$ cat src/verilog/plc_phy_defs.svh
// Offsets, field positions, reset values and counts of the PHY control bank.
// Assumes inclusion by bare name from the package and the bank module.
//
// How it works
// - Receive-reset bit resets receive path, OR'd with global reset, then self-clears.
// - Transmit-reset bit resets transmit path, OR'd with global reset, then self-clears.
// - Checksum enable set: transmitter appends CRC16 to each frame; clear: data only.
// - Receiver always checks CRC16 over data plus last two bytes.
// - Configuration mode forces memory enables active and holds normal PHY operation.
// - Pointer, memory data and preamble control writes only land in configuration mode.
// - Expect-acknowledge enables ACK detection; only software clears it.
// - ACK-receive enable turns on ACK symbol detection and auto-response.
// - Pre-emphasis enable filters transmitted tones; resets to off.
// - Debug-halt stops PHY clocks in debug mode; writable only while PHY disabled.
// - Status register ignores writes; unused upper bits read zero.
// - Carrier sense rises on preamble; clears on decode, sync failure or peak2 timeout.
// - First-peak and second-peak flags rise on their preamble detections.
// - Received-frame-mode reads one for robust frames, zero for normal.
// - Transmitter-busy is high during any transmit activity, low when idle.
// - Frame-received asserts on frame sync and holds while reception runs.
// - Checksum-good is high when received CRC16 is valid, else low.
// - Attenuating flag follows AGC direction; reads zero when AGC disabled.
// - FEC-pending flag is high while the receive FEC buffer holds a frame.
// - With freeze set, override bit forces attenuate or amplify; else ignored.
// - Energy free-run bit selects free-running RMS or start-of-data energy calculation.
// - PHY clock enable gates only the transmit path clock; PHY clock runs unless debug-halted.
// - Freeze stops automatic gain; fixed gain set by gain-shift field.
`ifndef PLC_PHY_DEFS_SVH
`define PLC_PHY_DEFS_SVH

// Register indices; byte address is four times the index
`define IDX_MEM_PTR 6'h00
`define IDX_MEM_DATA 6'h01
`define IDX_CTRL_MAIN 6'h03
`define IDX_STATUS 6'h04
`define IDX_CTRL_SECOND 6'h05
`define IDX_AGC_FORGET 6'h07
`define IDX_AGC_TARGET 6'h08
`define IDX_AGC_WINDOW 6'h09
`define IDX_AGC_SHIFT 6'h0A
`define IDX_TX_PREAMBLE 6'h14

// Main control field positions
`define CM_PHY_EN 2
`define CM_AGC_EN 8
`define CM_FREEZE 9
`define CM_RX_RST 12
`define CM_TX_RST 13
`define CM_CRC_EN 14
`define CM_CFG 15

// Second control field positions
`define CS_EXP_ACK 0
`define CS_ACK_RX 1
`define CS_PREEMPH 3
`define CS_DBG_HALT 4

// Reset values and memory pointer mask
`define RST_AGC_FORGET 16'h007C
`define RST_AGC_TARGET 16'h00F0
`define RST_AGC_WINDOW 16'h00FF
`define RST_AGC_SHIFT 10'h008
`define RST_TX_PREAMBLE 16'h0044
`define MEM_PTR_MASK 16'h1FFF

// CRC16
`define CRC_INIT 16'hFFFF
`define CRC_POLY 16'h1021

// Path reset pulse length in clock cycles
`define PATH_RST_CYCLES 8

`endif

$ cat src/verilog/plc_phy_pkg.sv
// Types used by the PHY control bank.
// Assumes the defs header is on the include path.
`include "plc_phy_defs.svh"

package plc_phy_pkg;
  typedef logic [15:0] reg_word_t;
  // Gray coded along data -> high byte -> low byte
  typedef enum logic [1:0] {
    TX_DATA = 2'b00,
    TX_CRC_HI = 2'b01,
    TX_CRC_LO = 2'b11
  } tx_state_t;
endpackage

$ cat src/verilog/plc_phy_control_status_regs.sv
// PHY control and status register bank with CRC16 transmit append and receive check.
// Assumes an Avalon-MM master on sys_clk and PHY event inputs synchronous to sys_clk.
`timescale 1ns/1ps
`default_nettype none
`include "plc_phy_defs.svh"

module plc_phy_control_status_regs #(
  parameter int PATH_RST_CYCLES = `PATH_RST_CYCLES
) (
  // Clock and reset
  input wire logic sys_clk,
  input wire logic rst,
  // Avalon-MM slave, byte address
  input wire logic [7:0] avs_address,
  input wire logic avs_read,
  input wire logic avs_write,
  input wire logic [31:0] avs_writedata,
  input wire logic [3:0] avs_byteenable,
  output logic [31:0] avs_readdata,
  output logic avs_waitrequest,
  // Receive path events, transmit activity and debug mode
  input wire logic preamble_detect,
  input wire logic peak1_detect,
  input wire logic peak2_detect,
  input wire logic peak2_window_miss,
  input wire logic frame_sync_detect,
  input wire logic frame_sync_fail,
  input wire logic frame_decode_done,
  input wire logic rx_robust_mode,
  input wire logic interferer_detect,
  input wire logic fec_buffer_full,
  input wire logic agc_attenuating,
  input wire logic tx_path_active,
  input wire logic debug_mode,
  // Received byte stream
  input wire logic rx_byte_valid,
  input wire logic [7:0] rx_byte,
  input wire logic rx_byte_last,
  // Transmit byte stream in
  input wire logic tx_in_valid,
  input wire logic [7:0] tx_in_data,
  input wire logic tx_in_last,
  output logic tx_in_ready,
  // Transmit byte stream out
  output logic tx_out_valid,
  output logic [7:0] tx_out_data,
  output logic tx_out_last,
  input wire logic tx_out_ready,
  // Path resets and clock gates
  output logic rx_path_reset,
  output logic tx_path_reset,
  output logic phy_clk_run,
  output logic tx_clk_run,
  // Configuration mode
  output logic mem_force_enable,
  output logic phy_operation_hold,
  output logic [15:0] phy_memory_pointer,
  output logic [15:0] phy_memory_data,
  output logic mem_write_pulse,
  output logic [15:0] tx_preamble_control,
  // ACK and filter controls
  output logic expect_acknowledge,
  output logic ack_symbol_receive_enable,
  output logic preemphasis_enable,
  // AGC controls
  output logic agc_enable,
  output logic gain_control_freeze,
  output logic agc_force_attenuate,
  output logic [3:0] gain_shift_field,
  output logic [3:0] window_shift_field,
  output logic energy_free_run_mode,
  output logic [15:0] agc_forget_factor,
  output logic [15:0] agc_target_energy,
  output logic [15:0] agc_window_length
);
  initial begin
    if (PATH_RST_CYCLES < 1 || PATH_RST_CYCLES > 255) $error("PATH_RST_CYCLES out of range");
  end

  // ==========================================================
  // Bus handshake: one wait cycle, answer on the second edge
  // ==========================================================
  logic done_ff;
  wire logic req = avs_read | avs_write;
  wire logic [5:0] idx = avs_address[7:2];
  wire logic wr_fire = avs_write & done_ff;
  assign avs_waitrequest = req & ~done_ff;

  always_ff @(posedge sys_clk) begin
    if (rst) done_ff <= 1'b0;
    else done_ff <= req & ~done_ff;
  end

  function automatic logic [15:0] merge(input logic [15:0] old, input logic [31:0] wd, input logic [3:0] be);
    logic [15:0] m;
    m = {{8{be[1]}}, {8{be[0]}}};
    return (old & ~m) | (wd[15:0] & m);
  endfunction

  function automatic logic hit(input logic [5:0] a, input logic [5:0] b, input logic f);
    return f && (a == b);
  endfunction

  // ==========================================================
  // Control registers
  // ==========================================================
  logic [15:0] ctrl_main_ff;
  logic [4:0] ctrl_second_ff;
  logic [15:0] mem_ptr_ff, mem_data_ff, preamble_ff;
  logic [15:0] agc_forget_ff, agc_target_ff, agc_window_ff;
  logic [9:0] agc_shift_ff;
  logic mem_wr_ff;
  logic [1:0] path_rst_done;

  wire logic cfg_mode = ctrl_main_ff[`CM_CFG];
  wire logic wr_main = hit(idx, `IDX_CTRL_MAIN, wr_fire);
  wire logic wr_second = hit(idx, `IDX_CTRL_SECOND, wr_fire);
  wire logic wr_ptr = hit(idx, `IDX_MEM_PTR, wr_fire) & cfg_mode;
  wire logic wr_data = hit(idx, `IDX_MEM_DATA, wr_fire) & cfg_mode;
  wire logic wr_pre = hit(idx, `IDX_TX_PREAMBLE, wr_fire) & cfg_mode;
  wire logic [15:0] main_wd = merge(ctrl_main_ff, avs_writedata, avs_byteenable);
  wire logic [15:0] main_keep = 16'hF304;
  wire logic [15:0] second_wd = merge({11'h000, ctrl_second_ff}, avs_writedata, avs_byteenable);
  wire logic [15:0] shift_wd = merge({6'h00, agc_shift_ff}, avs_writedata, avs_byteenable);
  wire logic dbg_wr_ok = ~ctrl_main_ff[`CM_PHY_EN];

  // Reset bits self-clear; a write of one in the done cycle restarts
  logic [15:0] nxt_ctrl_main;
  always_comb begin
    nxt_ctrl_main = wr_main ? (main_wd & main_keep) : ctrl_main_ff;
    if (path_rst_done[0] && !(wr_main && main_wd[`CM_RX_RST])) nxt_ctrl_main[`CM_RX_RST] = 1'b0;
    if (path_rst_done[1] && !(wr_main && main_wd[`CM_TX_RST])) nxt_ctrl_main[`CM_TX_RST] = 1'b0;
  end

  // Only software clears expect-ack
  wire logic [4:0] nxt_ctrl_second = {
    dbg_wr_ok ? second_wd[`CS_DBG_HALT] : ctrl_second_ff[`CS_DBG_HALT],
    second_wd[`CS_PREEMPH], 1'b0, second_wd[`CS_ACK_RX], second_wd[`CS_EXP_ACK]};

  always_ff @(posedge sys_clk) begin
    if (rst) begin
      ctrl_main_ff <= 16'h0000;
      ctrl_second_ff <= 5'h00;
    end else begin
      ctrl_main_ff <= nxt_ctrl_main;
      if (wr_second) ctrl_second_ff <= nxt_ctrl_second;
    end
  end

  always_ff @(posedge sys_clk) begin
    if (rst) begin
      mem_ptr_ff <= 16'h0000;
      mem_data_ff <= 16'h0000;
      preamble_ff <= `RST_TX_PREAMBLE;
      mem_wr_ff <= 1'b0;
    end else begin
      if (wr_ptr) mem_ptr_ff <= merge(mem_ptr_ff, avs_writedata, avs_byteenable) & `MEM_PTR_MASK;
      if (wr_data) mem_data_ff <= merge(mem_data_ff, avs_writedata, avs_byteenable);
      if (wr_pre) preamble_ff <= merge(preamble_ff, avs_writedata, avs_byteenable);
      mem_wr_ff <= wr_data;
    end
  end

  always_ff @(posedge sys_clk) begin
    if (rst) begin
      agc_forget_ff <= `RST_AGC_FORGET;
      agc_target_ff <= `RST_AGC_TARGET;
      agc_window_ff <= `RST_AGC_WINDOW;
      agc_shift_ff <= `RST_AGC_SHIFT;
    end else begin
      if (hit(idx, `IDX_AGC_FORGET, wr_fire)) agc_forget_ff <= merge(agc_forget_ff, avs_writedata, avs_byteenable);
      if (hit(idx, `IDX_AGC_TARGET, wr_fire)) agc_target_ff <= merge(agc_target_ff, avs_writedata, avs_byteenable);
      if (hit(idx, `IDX_AGC_WINDOW, wr_fire)) agc_window_ff <= merge(agc_window_ff, avs_writedata, avs_byteenable);
      if (hit(idx, `IDX_AGC_SHIFT, wr_fire)) agc_shift_ff <= shift_wd[9:0];
    end
  end

  // ==========================================================
  // Path reset pulse counters
  // ==========================================================
  wire logic [1:0] path_rst_bit = {ctrl_main_ff[`CM_TX_RST], ctrl_main_ff[`CM_RX_RST]};

  for (genvar g = 0; g < 2; g++) begin : g_path_rst
    logic [7:0] cnt_ff;
    wire logic [7:0] last_cnt = 8'(PATH_RST_CYCLES - 1);
    assign path_rst_done[g] = path_rst_bit[g] && (cnt_ff == last_cnt);
    always_ff @(posedge sys_clk) begin
      if (rst || !path_rst_bit[g] || path_rst_done[g]) cnt_ff <= 8'h00;
      else cnt_ff <= cnt_ff + 8'h01;
    end
  end

  wire logic rx_rst_int = rst | path_rst_bit[0];
  wire logic tx_rst_int = rst | path_rst_bit[1];
  assign rx_path_reset = rx_rst_int;
  assign tx_path_reset = tx_rst_int;

  // ==========================================================
  // Control outputs
  // ==========================================================
  wire logic halted = ctrl_second_ff[`CS_DBG_HALT] & debug_mode;
  assign phy_clk_run = ~halted;
  assign tx_clk_run = ctrl_main_ff[`CM_PHY_EN] & ~halted;
  assign mem_force_enable = cfg_mode;
  assign phy_operation_hold = cfg_mode;
  assign phy_memory_pointer = mem_ptr_ff;
  assign phy_memory_data = mem_data_ff;
  assign mem_write_pulse = mem_wr_ff;
  assign tx_preamble_control = preamble_ff;
  assign expect_acknowledge = ctrl_second_ff[`CS_EXP_ACK];
  assign ack_symbol_receive_enable = ctrl_second_ff[`CS_ACK_RX];
  assign preemphasis_enable = ctrl_second_ff[`CS_PREEMPH];
  assign agc_enable = ctrl_main_ff[`CM_AGC_EN];
  assign gain_control_freeze = ctrl_main_ff[`CM_FREEZE];
  assign agc_force_attenuate = ctrl_main_ff[`CM_FREEZE] & agc_shift_ff[8];
  assign gain_shift_field = agc_shift_ff[7:4];
  assign window_shift_field = agc_shift_ff[3:0];
  assign energy_free_run_mode = agc_shift_ff[9];
  assign agc_forget_factor = agc_forget_ff;
  assign agc_target_energy = agc_target_ff;
  assign agc_window_length = agc_window_ff;

  // ==========================================================
  // Transmit CRC append
  // ==========================================================
  plc_phy_pkg::tx_state_t tx_state_ff, nxt_tx_state;
  logic [15:0] tx_crc;
  logic tx_out_valid_ff, tx_out_last_ff;
  logic [7:0] tx_out_data_ff;

  wire logic out_free = ~tx_out_valid_ff | tx_out_ready;
  wire logic tx_take = tx_in_valid & tx_in_ready;
  wire logic crc_on = ctrl_main_ff[`CM_CRC_EN];
  wire logic load_hi = (tx_state_ff == plc_phy_pkg::TX_CRC_HI) & out_free;
  wire logic load_lo = (tx_state_ff == plc_phy_pkg::TX_CRC_LO) & out_free;
  assign tx_in_ready = (tx_state_ff == plc_phy_pkg::TX_DATA) & out_free & ~cfg_mode & ~tx_rst_int;

  always_comb begin
    case (tx_state_ff)
      plc_phy_pkg::TX_DATA: nxt_tx_state = (tx_take && tx_in_last && crc_on) ? plc_phy_pkg::TX_CRC_HI
                                                                              : plc_phy_pkg::TX_DATA;
      plc_phy_pkg::TX_CRC_HI: nxt_tx_state = load_hi ? plc_phy_pkg::TX_CRC_LO : plc_phy_pkg::TX_CRC_HI;
      plc_phy_pkg::TX_CRC_LO: nxt_tx_state = load_lo ? plc_phy_pkg::TX_DATA : plc_phy_pkg::TX_CRC_LO;
      default: nxt_tx_state = plc_phy_pkg::TX_DATA;
    endcase
  end

  logic tx_crc_clear_ff;
  plc_crc16 u_tx_crc (
    .sys_clk(sys_clk),
    .rst(tx_rst_int),
    .clear(tx_crc_clear_ff),
    .byte_valid(tx_take),
    .byte_data(tx_in_data),
    .crc(tx_crc)
  );

  always_ff @(posedge sys_clk) begin
    if (tx_rst_int) begin
      tx_state_ff <= plc_phy_pkg::TX_DATA;
      tx_out_valid_ff <= 1'b0;
      tx_out_data_ff <= 8'h00;
      tx_out_last_ff <= 1'b0;
      tx_crc_clear_ff <= 1'b0;
    end else begin
      tx_state_ff <= nxt_tx_state;
      tx_crc_clear_ff <= (tx_take && tx_in_last && !crc_on) || load_lo;
      if (tx_take) begin
        tx_out_valid_ff <= 1'b1;
        tx_out_data_ff <= tx_in_data;
        tx_out_last_ff <= tx_in_last & ~crc_on;
      end else if (load_hi || load_lo) begin
        tx_out_valid_ff <= 1'b1;
        tx_out_data_ff <= load_hi ? tx_crc[15:8] : tx_crc[7:0];
        tx_out_last_ff <= load_lo;
      end else if (tx_out_ready) begin
        tx_out_valid_ff <= 1'b0;
      end
    end
  end

  assign tx_out_valid = tx_out_valid_ff;
  assign tx_out_data = tx_out_data_ff;
  assign tx_out_last = tx_out_last_ff;

  // ==========================================================
  // Receive CRC check
  // ==========================================================
  logic [15:0] rx_crc;
  logic rx_end_ff, crc_good_ff;

  plc_crc16 u_rx_crc (
    .sys_clk(sys_clk),
    .rst(rx_rst_int),
    .clear(rx_end_ff),
    .byte_valid(rx_byte_valid),
    .byte_data(rx_byte),
    .crc(rx_crc)
  );

  always_ff @(posedge sys_clk) begin
    if (rx_rst_int) begin
      rx_end_ff <= 1'b0;
      crc_good_ff <= 1'b0;
    end else begin
      rx_end_ff <= rx_byte_valid & rx_byte_last;
      if (rx_end_ff) crc_good_ff <= (rx_crc == 16'h0000);
    end
  end

  // ==========================================================
  // Status flags
  // ==========================================================
  logic cs_ff, p1_ff, p2_ff, frm_ff, mode_ff, busy_ff, jam_ff, fec_ff, attenuating_flag_ff;
  wire logic cs_end = frame_decode_done | frame_sync_fail | peak2_window_miss;
  wire logic tx_active = tx_path_active | tx_out_valid_ff | (tx_state_ff != plc_phy_pkg::TX_DATA);
  wire logic attenuating_flag_src = ctrl_main_ff[`CM_FREEZE] ? agc_shift_ff[8] : agc_attenuating;

  always_ff @(posedge sys_clk) begin
    if (rx_rst_int) begin
      cs_ff <= 1'b0;
      p1_ff <= 1'b0;
      p2_ff <= 1'b0;
      frm_ff <= 1'b0;
      mode_ff <= 1'b0;
    end else begin
      cs_ff <= preamble_detect | (cs_ff & ~cs_end);
      p1_ff <= peak1_detect | (p1_ff & ~cs_end);
      p2_ff <= peak2_detect | (p2_ff & ~cs_end);
      frm_ff <= frame_sync_detect | (frm_ff & ~(frame_decode_done | frame_sync_fail));
      if (frame_sync_detect) mode_ff <= rx_robust_mode;
    end
  end

  always_ff @(posedge sys_clk) begin
    if (rst) begin
      busy_ff <= 1'b0;
      jam_ff <= 1'b0;
      fec_ff <= 1'b0;
      attenuating_flag_ff <= 1'b0;
    end else begin
      busy_ff <= tx_active;
      jam_ff <= interferer_detect;
      fec_ff <= fec_buffer_full;
      attenuating_flag_ff <= ctrl_main_ff[`CM_AGC_EN] & attenuating_flag_src;
    end
  end

  // ==========================================================
  // Read mux, registered on the waiting edge
  // ==========================================================
  wire logic [15:0] status_rd = {6'h00, fec_ff, attenuating_flag_ff, crc_good_ff, frm_ff, jam_ff, busy_ff,
                                 mode_ff, p2_ff, p1_ff, cs_ff};
  wire logic [15:0] rd_word =
    (idx == `IDX_MEM_PTR) ? mem_ptr_ff :
    (idx == `IDX_MEM_DATA) ? mem_data_ff :
    (idx == `IDX_CTRL_MAIN) ? ctrl_main_ff :
    (idx == `IDX_STATUS) ? status_rd :
    (idx == `IDX_CTRL_SECOND) ? {11'h000, ctrl_second_ff} :
    (idx == `IDX_AGC_FORGET) ? agc_forget_ff :
    (idx == `IDX_AGC_TARGET) ? agc_target_ff :
    (idx == `IDX_AGC_WINDOW) ? agc_window_ff :
    (idx == `IDX_AGC_SHIFT) ? {6'h00, agc_shift_ff} :
    (idx == `IDX_TX_PREAMBLE) ? preamble_ff : 16'h0000;

  always_ff @(posedge sys_clk) begin
    if (rst) avs_readdata <= 32'h0000_0000;
    else if (avs_read && !done_ff) avs_readdata <= {16'h0000, rd_word};
  end
endmodule

`default_nettype wire

$ cat src/verilog/plc_crc16.sv
// CRC16 engine, MSB first, one byte per cycle.
// Assumes the caller clears it between frames.
`timescale 1ns/1ps
`default_nettype none
`include "plc_phy_defs.svh"

module plc_crc16 (
  // Clock and reset
  input wire logic sys_clk,
  input wire logic rst,
  // Byte stream
  input wire logic clear,
  input wire logic byte_valid,
  input wire logic [7:0] byte_data,
  // Running value
  output logic [15:0] crc
);
  function automatic logic [15:0] crc_step(input logic [15:0] c, input logic [7:0] d);
    logic [15:0] r;
    logic fb;
    r = c;
    for (int i = 7; i >= 0; i--) begin
      fb = r[15] ^ d[i];
      r = {r[14:0], 1'b0} ^ (fb ? `CRC_POLY : 16'h0000);
    end
    return r;
  endfunction

  wire logic [15:0] base = clear ? `CRC_INIT : crc;
  wire logic [15:0] nxt_crc = byte_valid ? crc_step(base, byte_data) : base;

  always_ff @(posedge sys_clk) begin
    if (rst) crc <= `CRC_INIT;
    else crc <= nxt_crc;
  end
endmodule

`default_nettype wire

$ cat config.mk
export PLATFORM = sky130hd
export DESIGN_NAME = plc_phy_control_status_regs
export DESIGN_NICKNAME = d
export VERILOG_FILES = /design/src/verilog/plc_phy_pkg.sv /design/src/verilog/plc_phy_control_status_regs.sv /design/src/verilog/plc_crc16.sv
export VERILOG_INCLUDE_DIRS = /design/src /design/src/verilog
export SDC_FILE = /design/constraint.sdc
export NUM_CORES = 1
export LEC_CHECK = 0
export ABC_AREA = 0
export ABC_CLOCK_PERIOD_IN_PS = 1850
export BUFFER_PORTS_ARGS = -buffer_cell sky130_fd_sc_hd__buf_2
export CAP_MARGIN = 20
export CELL_PAD_IN_SITES_DETAIL_PLACEMENT = 0
export CELL_PAD_IN_SITES_GLOBAL_PLACEMENT = 1
export CORE_ASPECT_RATIO = 0.7
export CORE_MARGIN = 5
export CORE_UTILIZATION = 30
export CTS_CLUSTER_DIAMETER = 50
export DETAILED_ROUTE_END_ITERATION = 8
export HOLD_SLACK_MARGIN = 0.12
export PLACE_DENSITY_LB_ADDON = 0.1
export REMOVE_ABC_BUFFERS = 1
export SLEW_MARGIN = 0
export SYNTH_ARGS = -nofsm -noshare
export SYNTH_HDL_FRONTEND = slang
export SYNTH_SLANG_ARGS = --single-unit
$ cat constraint.sdc
create_clock -name sys_clk -period 1.85 [get_ports sys_clk]
set_input_delay 0.185 -clock sys_clk [delete_from_list [all_inputs] [get_ports sys_clk]]
set_output_delay 0.185 -clock sys_clk [all_outputs]
set_load 0.01 [all_outputs]
* Yosys cells after proc, flatten, opt, wreduce, memory -nomap -nowiden
Cells that the tools add are included.
** Word-level totals
- Register bits :: 204
- Bits of input ports :: 82
- Output and inout port bits :: 162
** Operators by class
- $add $sub $neg :: 2
- Eq/ne operators :: 13
- Muxes and demuxes :: 43
- Bitwise logic cells :: 94
- Reduce and logical (&&, ||, !) cells :: 40
** Operator list (count)
- $xor 16x16->16 :: 16
- $mux 16 :: 14
- $mux 13 :: 16
- $and 16x16->16 :: 7
- $or 16x16->16 :: 6
- $mux 8 :: 3
- $and 1x1->1 :: 21
- $logic_and 1x1->1 :: 19
- $eq 6x3->1 const B :: 3
- $eq 6x4->1 const B :: 3
- $add 8x1->8 const B :: 2
- $eq 8x3->1 const B :: 2
- $logic_not 16->1 :: 1
- $not 16->16 :: 1
- $xor 1x1->1 :: 16
- $and 13x13->13 :: 1
- $or 13x13->13 :: 1
- $or 1x1->1 :: 12
- $and 10x10->10 :: 1
- $or 10x10->10 :: 1
- $not 1->1 :: 9
- $mux 1 :: 7
- $eq 6x1->1 const B :: 1
- $eq 6x2->1 const B :: 1
- 15 further kinds :: 28

* Depth between registers and ports, before layout
Gate-level depths: netlist of run 1.
- Word-level depth :: 26
- Mapped depth :: 8
- Depth with buffers taken out :: 6

* Modules after synthesis
Synthesis of run 1 repeated with hierarchy kept, for this count alone.
** Unflattened totals
- Cell total of the unflattened synthesis :: 1212
- Area, all modules :: 10112.2 µm²
** Modules (own cells, without submodules)
- plc_phy_control_status_regs :: instances 1, cells each 936, area each 7907.6 µm²
- plc_crc16 :: instances 2, cells each 138, area each 1102.3 µm²

* Worst setup path after synthesis of run 1
Ideal clock, no wire load.
- Path kind :: flip-flop to flip-flop
- Start :: reg done_ff
- End :: reg (tool-made name)
- Library setup time :: 0.120 ns
- Arrival time :: 1.626 ns
- Data required time :: 1.730 ns
- Setup slack :: 0.104 ns
- Stages on the path, launching flop included :: 8
- Buffers on the path :: 3
- Cell sequence :: dfxtp_1 -> clkbuf_1 -> and3_1 -> clkbuf_1 -> and3_1 -> buf_2 -> nor2b_1 -> a211o_1
** RTL lines
- from (decl) :: line plc_phy_control_status_regs.sv:83 : logic done_ff;
- from (signal assigned) :: line plc_phy_control_status_regs.sv:91 : else done_ff <= req & ~done_ff;

* Worst setup path in the final report of run 1
- Start :: reg ctrl_main_ff[13]
- End :: out tx_path_reset
** Between the ends
- Cells in the longest elaborated chain, start to end :: 1
** Ends and longest elaborated chain
- from (decl) :: line plc_phy_control_status_regs.sv:107 : logic [15:0] ctrl_main_ff;
- from (signal assigned) :: line plc_phy_control_status_regs.sv:145 : ctrl_main_ff <= nxt_ctrl_main;
- $or 1x1->1 :: line plc_phy_control_status_regs.sv:194 : wire logic tx_rst_int = rst | path_rst_bit[1];
- to (decl) :: line plc_phy_control_status_regs.sv:51 : output logic tx_path_reset,
Every way passes these cells.

==> summary.md, run 1 <==
| Metric | Value |
|---|---|
| Status | complete, no violations |
| Hold Violations, Final | 0 |
| Per-cell routed wire length | slightly below 20 microns |
| Antenna violations before repair | 2 |
| DIE AREA | 36000 sq um |
| WL final | 37700 microns |
| Design area | 13100 sq um |
| CTS tree | yes |
| DRC | 0 |
| All-Layer GR Usage | 20.1% |
| Clock power share | 47.2% |
| H-tree depth | 1 |
| Setup violations, final | 0 |
| Routed vias | 9506 |
| Peak per-stage delay on the critical path | 330 ps |
| Area post-placement | 11700 sq um |
| Clk Latency, worst-skew pair | around 540 ps |
| Clock transition at path regs | 60 ps |
| Max Clk Rate | 0.569 GHz |
| Vias in the first global route | 9071 |
| Worst EP required | 1660 ps |
| Register area share after synthesis | 42.3% |
| Final worst path period need | ~1800 ps |
| Drt pass-1 iters | 5 |
| Cells after Synth | 1188 |
| Design internal power | approximately 8.4 mW |
| Post-DRT Antenna Nets | 0 |
| Period utilization | 95.0% |
| Worst Path Arrival | 1570 ps |
| Worst slew pin tran | 518 ps |
| Share of layout cells above drive strength 1 | 25.1% |
| Die span in y | 160 microns |
| Width of the die | 225 microns |
| Avg Cell Area, Syn | 8.13 sq um |
| Netlist Area Pre-Place | 9660 sq um |
| Clk buf depth | 3 |
| P_sw | 2.96 mW |
| CTS Buf Count | 28 |
| Hold buffers post-CTS | 46 |
| Max FO, Critical Path | 16 |
| Nets | between 1500 and 2000 |
| Total clock sinks | 204 |
| Clk root buf | clkbuf_16 |
| HPWL after DPL | 28700 microns |
| Crit path cell chain | nor2_4, buf_8, clkinvlp_4, buf_2 |
| First-pass GRT wire length | 56800 microns |
| Slew Limit Fails | 0 |
| Slowest cell on crit path | dfxtp_1 |
| Via/cell ratio | 4.91 |
| Crit path launch type | flip-flop |
| DRT iter0 DRCs | 624 |
| Kind of critical path | reg2out |
| Hold Path Class | in2reg |
| Worst relative slew slack | 65.5% |
| Leak | 5.57 nW |
| Final GP Congestion | 0.828 |
| IO Port Bufs | 204 |
| Yosys cell types | 65 |
| Sequential share of power | slightly above 40% |
| Ys flop type | dfxtp_1 |
| Pin count of the biggest net entering global routing | 88 |
| Yosys reg bits | between 200 and 250 |
| Area Overhead vs Synth | 35.6% |
| Switching share of power | 26.0% |
| Site Rows | 55 |
| Number of I/O pins | 244 |
| Number of max-cap violations | 0 |
| Ys async rst share | 0% |
| Final Util | between 40% and 50% |
| Core area | 32100 sq um |
| YS warnings | 0 |
| Cell Pwr Density | between 800 and 900 nW/um^2 |
| Starting density of the core | 30.1% |
| Worst clock skew | 17.8 ps |
| Total grt overflow | 0 |
| Logic pwr share | 11.8% |
| Peak VDD IR | 0.538 mV |
| EDFF count, synth | 0 |
| Setup crit end kind | primary output |
-- power by group through the flow --
stage	sequential, mW	clock (mW)	combinational [mW]
6_report	4.66	5.36	1.34
4_1_cts	4.65	5.47	1.33
2_1_floorplan	4.72	0	0.683
5_1_grt	4.67	5.64	1.49
3_3_place_gp	4.75	0	1.25
3_5_place_dp	4.75	0	1.25
-- final timing paths --
check / slack [ps] / startpoint / to / depth (start not counted)
hold reg to reg: 440 / g_path_rst[0].cnt_ff[0] / g_path_rst[0].cnt_ff[0] / 1
setup reg to reg: 150 / flip-flop / u_tx_crc.crc[13] / 4
setup / recovery: 90 / ctrl_main_ff[13] / tx_path_reset / 4
hold / removal: 70 / rst / u_tx_crc.crc[9] / 4
-- cell type report --
| cell class | count | area [sq um] |
|---|---|---|
| diodes | 1 | 2.50 |
| clock buffers | 39 | 793 |
| clock inverters | 9 | 114 |
| fillers | 3387 | 19000 |
| inverters | 13 | 52.6 |
| multi-input cells | 879 | 5070 |
| flip-flops and latches | 204 | 4090 |
| well taps | 427 | 534 |
| repair buffers | 363 | 2450 |
-- repair_timing --
item / 4_1_cts / 5_1_grt
setup endpoints to repair: 1 / 8
pin swaps: 0 / 0
buffers inserted: 0 / 3
endpoints found under the hold margin: 155 / 12
gates resized for setup: 2 / 6
-- synthesized netlist by cell type (21+ instances only) --
cell type | n | area (sq um)
dfxtp_1 | 204 | 4080
nand2_1 | 174 | 653
a21oi_1 | 88 | 440
buf_4 | 30 | 225
nand3_1 | 21 | 105
nor3_1 | 23 | 115
mux2i_1 | 65 | 651
xnor2_1 | 33 | 289
clkbuf_1 | 58 | 218
o21ai_0 | 55 | 275
nor2_1 | 164 | 616
o211ai_1 | 22 | 165
-- critical path: cells and delay by family, from the launching register on --
family | cells | cell delay (ps)
buffers and inverters | 3 | 520
AND/OR/NAND/NOR | 1 | 160
flip-flops | 1 | 330
-- stage by stage --
step	TNS (ps)	power (mW)	setup WS, ps	hold WS, ps	instances
2_1_floorplan	-13160	5.40	-838	254	1096
3_3_place_gp	-1480	6.00	-123	403	1837
3_5_place_dp	-2710	6.00	-164	404	1837
4_1_cts	0	11.5	1.84	84.5	1931
5_1_grt	-6.32	11.8	-6.32	75.4	1935
6_report	0	11.4	92.7	73.6	1935
-- per-layer routing --
metal,global-route usage (%),vias up,part of all wire [%]
met2,28.4,238,40
met3,4.15,43,6.1
met4,3.57,0,1.7
met1,31.5,4515,52
met5,0,-,0
li1,-,4710,-
-- cell families (layout without fill, tap and decap cells) --
| group | count (synthesis) | in the layout | synth area share (%) |
|---|---|---|---|
| AO/OA/AOI/OAI | 255 | 255 | 16.4 |
| buffers and inverters | 123 | 424 | 6.22 |
| AND/OR/NAND/NOR | 484 | 484 | 23.2 |
| XOR/XNOR | 51 | 51 | 4.62 |
| flip-flops | 204 | 204 | 42.3 |
| adder cells (fa/ha/maj) | 2 | 2 | 0.259 |
| other | 1 | 20 | 0.0388 |
| multiplexers | 68 | 68 | 7.08 |
-- placed cells by master (no fill, tap or decap), drive strengths merged, types with 4 or more instances in the layout --
master / n
o221ai: 6
o2111ai: 4
dfxtp: 204
clkbuf: 39
a221oi: 14
dlygate4sd3: 46
a22oi: 19
o211ai: 22
o22ai: 13
a21oi: 88
or3: 4
inv: 13
nand3: 23
or4: 4
o31ai: 6
nand3b: 19
xnor2: 33
a31oi: 7
nand4: 4
mux2i: 65
o21ai: 56
nand2: 174
buf: 317
nor4: 9
and3: 13
conb: 19
nor3: 25
xor2: 18
nor2b: 14
clkinvlp: 4
nand2b: 10
and2: 9
nor2: 166
No activity file was read; power rests on OpenSTA's default activity.
==> run 2, diff against run 1 <==
--- a/config.mk
+++ b/config.mk
@@ -7,7 +7,7 @@
 export NUM_CORES = 1
 export LEC_CHECK = 0
 export ABC_AREA = 0
-export ABC_CLOCK_PERIOD_IN_PS = 1850
+export ABC_CLOCK_PERIOD_IN_PS = 1800
 export BUFFER_PORTS_ARGS = -buffer_cell sky130_fd_sc_hd__buf_2
 export CAP_MARGIN = 20
 export CELL_PAD_IN_SITES_DETAIL_PLACEMENT = 0
@@ -23,4 +23,5 @@
 export SLEW_MARGIN = 0
 export SYNTH_ARGS = -nofsm -noshare
 export SYNTH_HDL_FRONTEND = slang
+export SYNTH_HIERARCHICAL = 1
 export SYNTH_SLANG_ARGS = --single-unit
==> constraint.sdc (replaced) <==
create_clock -name sys_clk -period 1.8 [get_ports sys_clk]
set_input_delay 0.18 -clock sys_clk [delete_from_list [all_inputs] [get_ports sys_clk]]
set_output_delay 0.18 -clock sys_clk [all_outputs]
set_load 0.01 [all_outputs]
==> run 2 against run 1 <==
Against the previous run:
- the run now ends with setup timing left
- via count increased by 5.6%
- die area increased by 4.4%
- non-clock buffer count increased by 22
- highest routed layer unchanged
==> summary.md, run 2 <==
| Metric | Value |
|---|---|
| Placed instance count | 1898 |
| Clock transition at path regs | 60 ps |
| Clk root buf | clkbuf_16 |
| Worst clock skew | approximately 24 ps |
| Clk Latency, worst-skew pair | 560 ps |
| Clk buf depth | 3 |
| Ys async rst share | 0% |
| Critical Path Most Common Cell | inv_4 |
| Top area cells in the synthesized netlist | dfxtp_1, mux2i_1, nor2_1 |
| Synth top cells by count | dfxtp_1, nor2_1, nand2_1 |
| Netlist Area Pre-Place | 10100 sq um |
| Reg area | 4090 sq um |
| First-pass GRT wire length | ~59000 microns |
| WL final | slightly below 40000 microns |
| All-Layer GR Usage | 20.0% |
| Starting density of the core | 30.3% |
| H-tree depth | 1 |
| Vias in the first global route | approximately 9600 |
| WP buf/inv | 2 |
| Area post-placement | 12400 sq um |
| DRT iter0 DRCs | around 670 |
| Status | finished, violations left |
| Count leader, synth | dfxtp_1 |
| Worst EP required | 2240 ps |
| Switching share of power | between 20% and 30% |
| Peak VDD IR | 0.527 mV |
| Yosys reg bits | 204 |
| R2R setup slack | -70 ps |
| HPWL after DPL | 30400 microns |
| Worst slew pin tran | approximately 590 ps |
| DRC | 0 |
| Critical path origin | ctrl_main_ff[13] |
| Post-DRT Antenna Nets | 0 |
| Width of the die | 229 microns |
| Nets | 1625 |
| Cells after Synth | 1212 |
| Ys flop type | dfxtp_1 |
| Area Overhead vs Synth | 37.2% |
| Period utilization | 104% |
| Total clock sinks | 204 |
| EDFF count, synth | 0 |
| Worst Hold Path Cells | 4 |
| Failing checks | setup timing |
| Worst setup margin | -74.4 ps |
| ANT cells | 0 |
| Top Usage Layer GRT | met1 |
| Final GP Congestion | 0.883 |
| Via/cell ratio | 5.03 |
| Leak | about 5.7 nW |
| Setup violations, final | 2 |
| Crit path launch type | flip-flop |
| Site Rows | 56 |
| Register area share after synthesis | between 40% and 50% |
| Reg-to-Reg End | u_tx_crc/crc[8] |
| IO Port Bufs | approximately 200 |
| Sequential share of power | roughly 40% |
| Worst relative slew slack | 60.6% |
| Kind of critical path | reg2reg |
| Setup crit end kind | flip-flop |
| Top-area cell type share of the netlist area | 40.4% |
| Peak per-stage delay on the critical path | 500 ps |
| Fin Setup TNS | -81.0 ps |
| Post-synth top area cell | dfxtp_1 |
| Logic pwr share | 11.7% |
| Multi-input gate area | 5540 sq um |
| Yosys cell types | 67 |
| RSZ-0062 raised after global routing | yes |
| RR Startpoint | ctrl_main_ff[13] |
| Most frequent cells in the layout | dfxtp_1, buf_2, nor2_1, nand2_1, buf_4 |
| Design area | roughly 14000 sq um |
| Slew Limit Fails | 0 |
| P_sw | between 3 and 4 mW |
| DIE AREA | ~38000 sq um |
| Slowest cell on crit path | or4_1 |
| Max Clk Rate | 0.534 GHz |
| Endpoint, Worst Hold | u_rx_crc/crc[7] |
| Number of max-cap violations | 0 |
| Final std cells w/o fill | 1998 |
| CTS Buf Count | 28 |
| Hold Path Class | in2reg |
| Pin count of the biggest net entering global routing | 51 |
| Commonest non-fill, non-tap cell in the layout | dfxtp_1 |
| GR Util met1 | between 30% and 40% |
| CTS tree | yes |
| Hold_ws | approximately 150 ps |
| Reg2reg path depth | 7 |
| Design internal power | 8.65 mW |
| HP Start | rx_byte[7] |
| Hold Violations, Final | 0 |
| Crit path cell chain | or2_4, and4b_1, nand2_2, inv_4, inv_4, or4_1, a31o_2 |
| Total grt overflow | 0 |
| M3 GR Usage | under 10% |
| Met2 Usage GRT | between 20% and 30% |
| Final worst path period need | 1870 ps |
| Antenna violations before repair | 0 |
| Drt pass-1 iters | 5 |
| Share of layout cells above drive strength 1 | between 20% and 30% |
| Avg Cell Area, Syn | 8.34 sq um |
| Routed vias | 10000 |
| Max FO, Critical Path | 2 |
| Die span in y | 164 microns |
| Clock power share | 48.2% |
| YS warnings | 6 |
| # fillers | ~3400 |
| Cell family with most CP delay | simple AND/OR/NAND/NOR gates |
| Cell Pwr Density | approximately 850 nW/um^2 |
| Worst Path Arrival | 2310 ps |
| Number of I/O pins | 244 |
| Per-cell routed wire length | 19.8 microns |
| Core area | about 33000 sq um |
## run 2: cell families (layout without fill, tap and decap cells)
| group | count (synthesis) | after routing | synth area share [%] |
|---|---|---|---|
| AND/OR/NAND/NOR | 456 | 456 | 21.6 |
| multiplexers | 81 | 81 | 8.03 |
| flip-flops | 204 | 204 | 40.4 |
| XOR/XNOR | 52 | 52 | 4.50 |
| other | 1 | 19 | 0.0371 |
| adder cells (fa/ha/maj) | 2 | 2 | 0.247 |
| AO/OA/AOI/OAI | 294 | 294 | 19.2 |
| buffers and inverters | 122 | 455 | 5.99 |
## run 2: timing repair
action	4_1_cts	5_1_grt
setup endpoints to repair	15	28
pin swaps	2	4
gates resized for setup	8	15
setup buffers	0	2
hold buffers	46	0
hold endpoints to repair	144	0
## run 2: power groups by stage
stage	Combinational, mW	Sequential (mW)	Clock (mW)
2_1_floorplan	0.630	4.83	0
3_3_place_gp	1.26	4.86	0
3_5_place_dp	1.27	4.86	0
4_1_cts	1.36	4.76	5.86
5_1_grt	1.50	4.77	6.04
6_report	1.38	4.76	5.70
## run 2: tightest hold or removal path: cells and delay by family
family                    cells  cell delay, ps
AOI/OAI and AO/OA             1             180
xor gates and xnor gates      1             100
buffers and inverters         1             130
and+or+nand+nor               1              80
## run 2: stage by stage
step           util [%]  setup slack, ps  power, mW
2_1_floorplan         -            -1390       5.46
3_3_place_gp       37.1             -188       6.12
3_5_place_dp       37.1             -216       6.12
4_1_cts            41.4            -34.8       12.0
5_1_grt            41.6             -127       12.3
6_report           41.6            -74.4       11.8
## run 2: worst max-delay path by stage
stage	end	slack, ps	depth (start not counted)
final	u_tx_crc/crc[8]	-70	7
after detailed placement	avs_readdata[10]	-220	7
after global placement	u_tx_crc/crc[8]	-190	8
after global routing	u_tx_crc/crc[8]	-130	7
after floorplan	u_tx_crc/crc[8]	-1390	7
after CTS	u_tx_crc/crc[8]	-30	7
## run 2: layout make-up
cell class	count	area share, %
clock buffers	35	5.67
clock inverters	17	1.33
inverters	18	0.523
multi-input cells	904	39.9
flip-flops and latches	204	29.4
well taps	435	3.92
repair buffers	385	19.2
## run 2: layer usage
layer  part of all wire [%]  up-vias
met5                      0        -
met4                    1.7        0
met3                    5.0       41
met2                     42      259
met1                     51     4786
li1                       -     4956
==> run 3, diff against run 2 <==
--- a/config.mk
+++ b/config.mk
@@ -6,7 +6,7 @@
 export SDC_FILE = /design/constraint.sdc
 export NUM_CORES = 1
 export LEC_CHECK = 0
-export ABC_AREA = 0
+export ABC_AREA = 1
 export ABC_CLOCK_PERIOD_IN_PS = 1800
 export BUFFER_PORTS_ARGS = -buffer_cell sky130_fd_sc_hd__buf_2
 export CAP_MARGIN = 20
==> run 3 against run 2 <==
Against the previous run:
- synthesized cell count rose by 16%
- wire length fell by 8.7%
- hold slack got worse by 36 ps
- setup slack improved by 120 ps
- die area fell by 1.5%
- the run now ends clean
- power fell by 1.6%
- largest power group unchanged
- highest routed layer unchanged
- largest cell class unchanged
- core utilization fell by 1.2 points
==> summary.md, run 3 <==
| Metric | Value |
|---|---|
| Starting density of the core | 30.6% |
| Cell Pwr Density | 885 nW/um^2 |
| Crit path cell chain | dlygate4sd3_1, buf_2, nor2_1, dlygate4sd3_1, nand2_1, a21oi_2, dlygate4sd3_1 |
| Yosys reg bits | 204 |
| Avg Cell Area, Syn | 7.08 sq um |
| Number of I/O pins | 244 |
| ANT cells | 0 |
| Setup bufs post-CTS | 0 |
| Total grt overflow | 0 |
| Synth top cells by count | nand2_1, dfxtp_1, a21oi_1 |
| H-tree depth | 1 |
| PnR Total Power | 11.7 mW |
| Register area share after synthesis | around two fifths |
| Design internal power | approximately 8.6 mW |
| Top-area cell type share of the netlist area | 41.0% |
| Status | complete, no violations |
| Design area | about 13000 sq um |
| Kind of critical path | in2reg |
| Final Util | about two fifths |
| WP buf/inv | 4 |
| Number of max-cap violations | 0 |
| Sequential share of power | 40.3% |
| Max FO, Critical Path | 2 |
| Most frequent cells in the layout | nand2_1, dfxtp_1, buf_2, a21oi_1, inv_1 |
| Pin count of the biggest net entering global routing | roughly 110 |
| Peak VDD IR | 0.403 mV |
| Post-synth top area cell | dfxtp_1 |
| # fillers | 3457 |
| Core area | 32600 sq um |
| Slew Limit Fails | 0 |
| Share of layout cells above drive strength 1 | 24.6% |
| Per-cell routed wire length | 16.9 microns |
| HPWL after DPL | around 27000 microns |
| Clock power share | 49.0% |
| Nets | 1775 |
| Worst clock skew | 25.1 ps |
| DRT iter0 DRCs | around 560 |
| Cell family with most CP delay | buffers and inverters |
| Area Overhead vs Synth | 32.3% |
| Routed vias | roughly 9900 |
| EDFF count, synth | 0 |
| Final std cells w/o fill | approximately 2100 |
| Cells after Synth | 1405 |
| Die span in y | 162 microns |
| Final GP Congestion | between 0.8 and 0.9 |
| Final worst path period need | 1760 ps |
| DIE AREA | 37000 sq um |
| Placed instance count | 2040 |
| DRC | 0 |
| Top area cells in the synthesized netlist | dfxtp_1, nand2_1, a21oi_1 |
| YS warnings | 6 |
| Total clock sinks | just over 200 |
| Slowest cell on crit path | dlygate4sd3_1 |
| Commonest non-fill, non-tap cell in the layout | nand2_1 |
| Worst setup margin | around 44 ps |
| Pre-CTS WS | -16.2 ps |
| Drt pass-1 iters | 5 |
| Clk buf depth | 3 |
| Leak | just over 6 nW |
| Hold Path Class | in2reg |
| WL final | 36100 microns |
| Worst EP required | 2290 ps |
| Yosys cell types | 43 |
| Clock transition at path regs | 60 ps |
| Switching share of power | roughly a quarter |
| Area post-placement | 11700 sq um |
| Ys async rst share | 0% |
| Logic pwr share | 10.7% |
| Post-DRT Antenna Nets | 0 |
| IO Port Bufs | 204 |
| Worst Path Arrival | 2240 ps |
| Netlist Area Pre-Place | 9950 sq um |
| Count leader, synth | nand2_1 |
| Site Rows | 55 |
| Clk Latency, worst-skew pair | 550 ps |
| Hold Violations, Final | 0 |
| Setup crit end kind | flip-flop |
| Width of the die | 228 microns |
| CTS tree | yes |
| All-Layer GR Usage | 18.8% |
| R2R setup slack | 180 ps |
| First-pass GRT wire length | 55000 microns |
| Crit path launch type | primary input |
| Peak per-stage delay on the critical path | 560 ps |
| Antenna violations before repair | 0 |
| Ys flop type | dfxtp_1 |
| Setup violations, final | 0 |
| Via/cell ratio | 4.66 |
| Max Clk Rate | 0.570 GHz |
| P_sw | a little over 3 mW |
| Critical Path Most Common Cell | dlygate4sd3_1 |
| Clk root buf | clkbuf_16 |
| Vias in the first global route | 9395 |
| CTS Buf Count | 26 |
| Period utilization | 97.5% |
-- run 3: changes by cell type after synthesis, moves of 24 or more --
| cell | delta |
|---|---|
| nor2_1 | -74 |
| nand3_1 | +76 |
| xor2_1 | -24 |
| o211ai_1 | +26 |
| nand2_1 | +142 |
| inv_1 | +141 |
| a21oi_1 | +77 |
| mux2i_1 | -80 |
| xnor2_1 | -25 |
| clkbuf_1 | -31 |
| o21ai_0 | +71 |
| nand2_2 | +29 |
-- run 3: cell families after synthesis --
logic type / count (synthesis) / share of synthesized area, %
other cells: 1 / 0.0377
simple gates: 557 / 26.0
flops: 204 / 41.0
fa+ha+maj: 2 / 0.251
compound gates: 373 / 20.4
xor+xnor: 3 / 0.264
buf+inv: 265 / 12.0
-- run 3: cell type report --
class / instances / area [sq um] / share of cell area [%]
Clock inverter: 15 / 234 / 1.78
Clock buffer: 31 / 709 / 5.39
Multi-Input combinational cell: 954 / 4750 / 36.1
Tap cell: 427 / 534 / 4.06
Inverter: 185 / 701 / 5.32
Timing Repair Buffer: 320 / 2150 / 16.4
Sequential cell: 204 / 4080 / 31.0
-- run 3: worst paths after layout --
path	startpoint	to	cells past startpoint
worst min register to register	g_path_rst[1].cnt_ff[0]	g_path_rst[1].cnt_ff[0]	1
worst max register to register	tx_out_valid	tx_out_data[7]	9
worst min-delay path	tx_in_valid	tx_out_data[6]	4
worst max-delay path	frame_decode_done	frm_ff	7
-- run 3: power groups by stage --
stage	Sequential, mW	Clock, mW	Combinational, mW
2_1_floorplan	4.80	0	0.671
3_3_place_gp	4.80	0	1.16
3_5_place_dp	4.80	0	1.16
4_1_cts	4.70	5.87	1.25
5_1_grt	4.71	6.09	1.41
6_report	4.70	5.71	1.25
-- run 3: worst reg2reg max path: stages (launching register included) --
cell and delay [ps]:
dfxtp_1 350, nand2_1 130, buf_4 170, nand2_1 140, nor2_2 50, inv_1 270, nand2_1 100, nand3_1 90
o21ai_0 120, a21oi_1 140
-- run 3: layer usage --
metal / track usage [%] / wire length [microns] / vias to the layer above / part of all wire, %
met3: 2.99 / 1620 / 32 / 4.5
met2: 28.5 / 15400 / 195 / 43
met5: 0 / 0 / - / 0
li1: - / - / 5188 / -
met1: 28.6 / 18600 / 4534 / 52
met4: 3.02 / 489 / 0 / 1.4
-- run 3: metrics by stage --
stage	hold slack, ps	TNS [ps]
5_1_grt	144	-13.3
6_report	112	0
2_1_floorplan	249	-18340
3_5_place_dp	414	-16.2
4_1_cts	133	0
3_3_place_gp	413	-28.2
-- run 3: timing repair --
item                                   CTS  global route
gates resized for setup                  1             5
hold buffers                            50             0
setup endpoints to repair                1            14
endpoints found under the hold margin  147             0
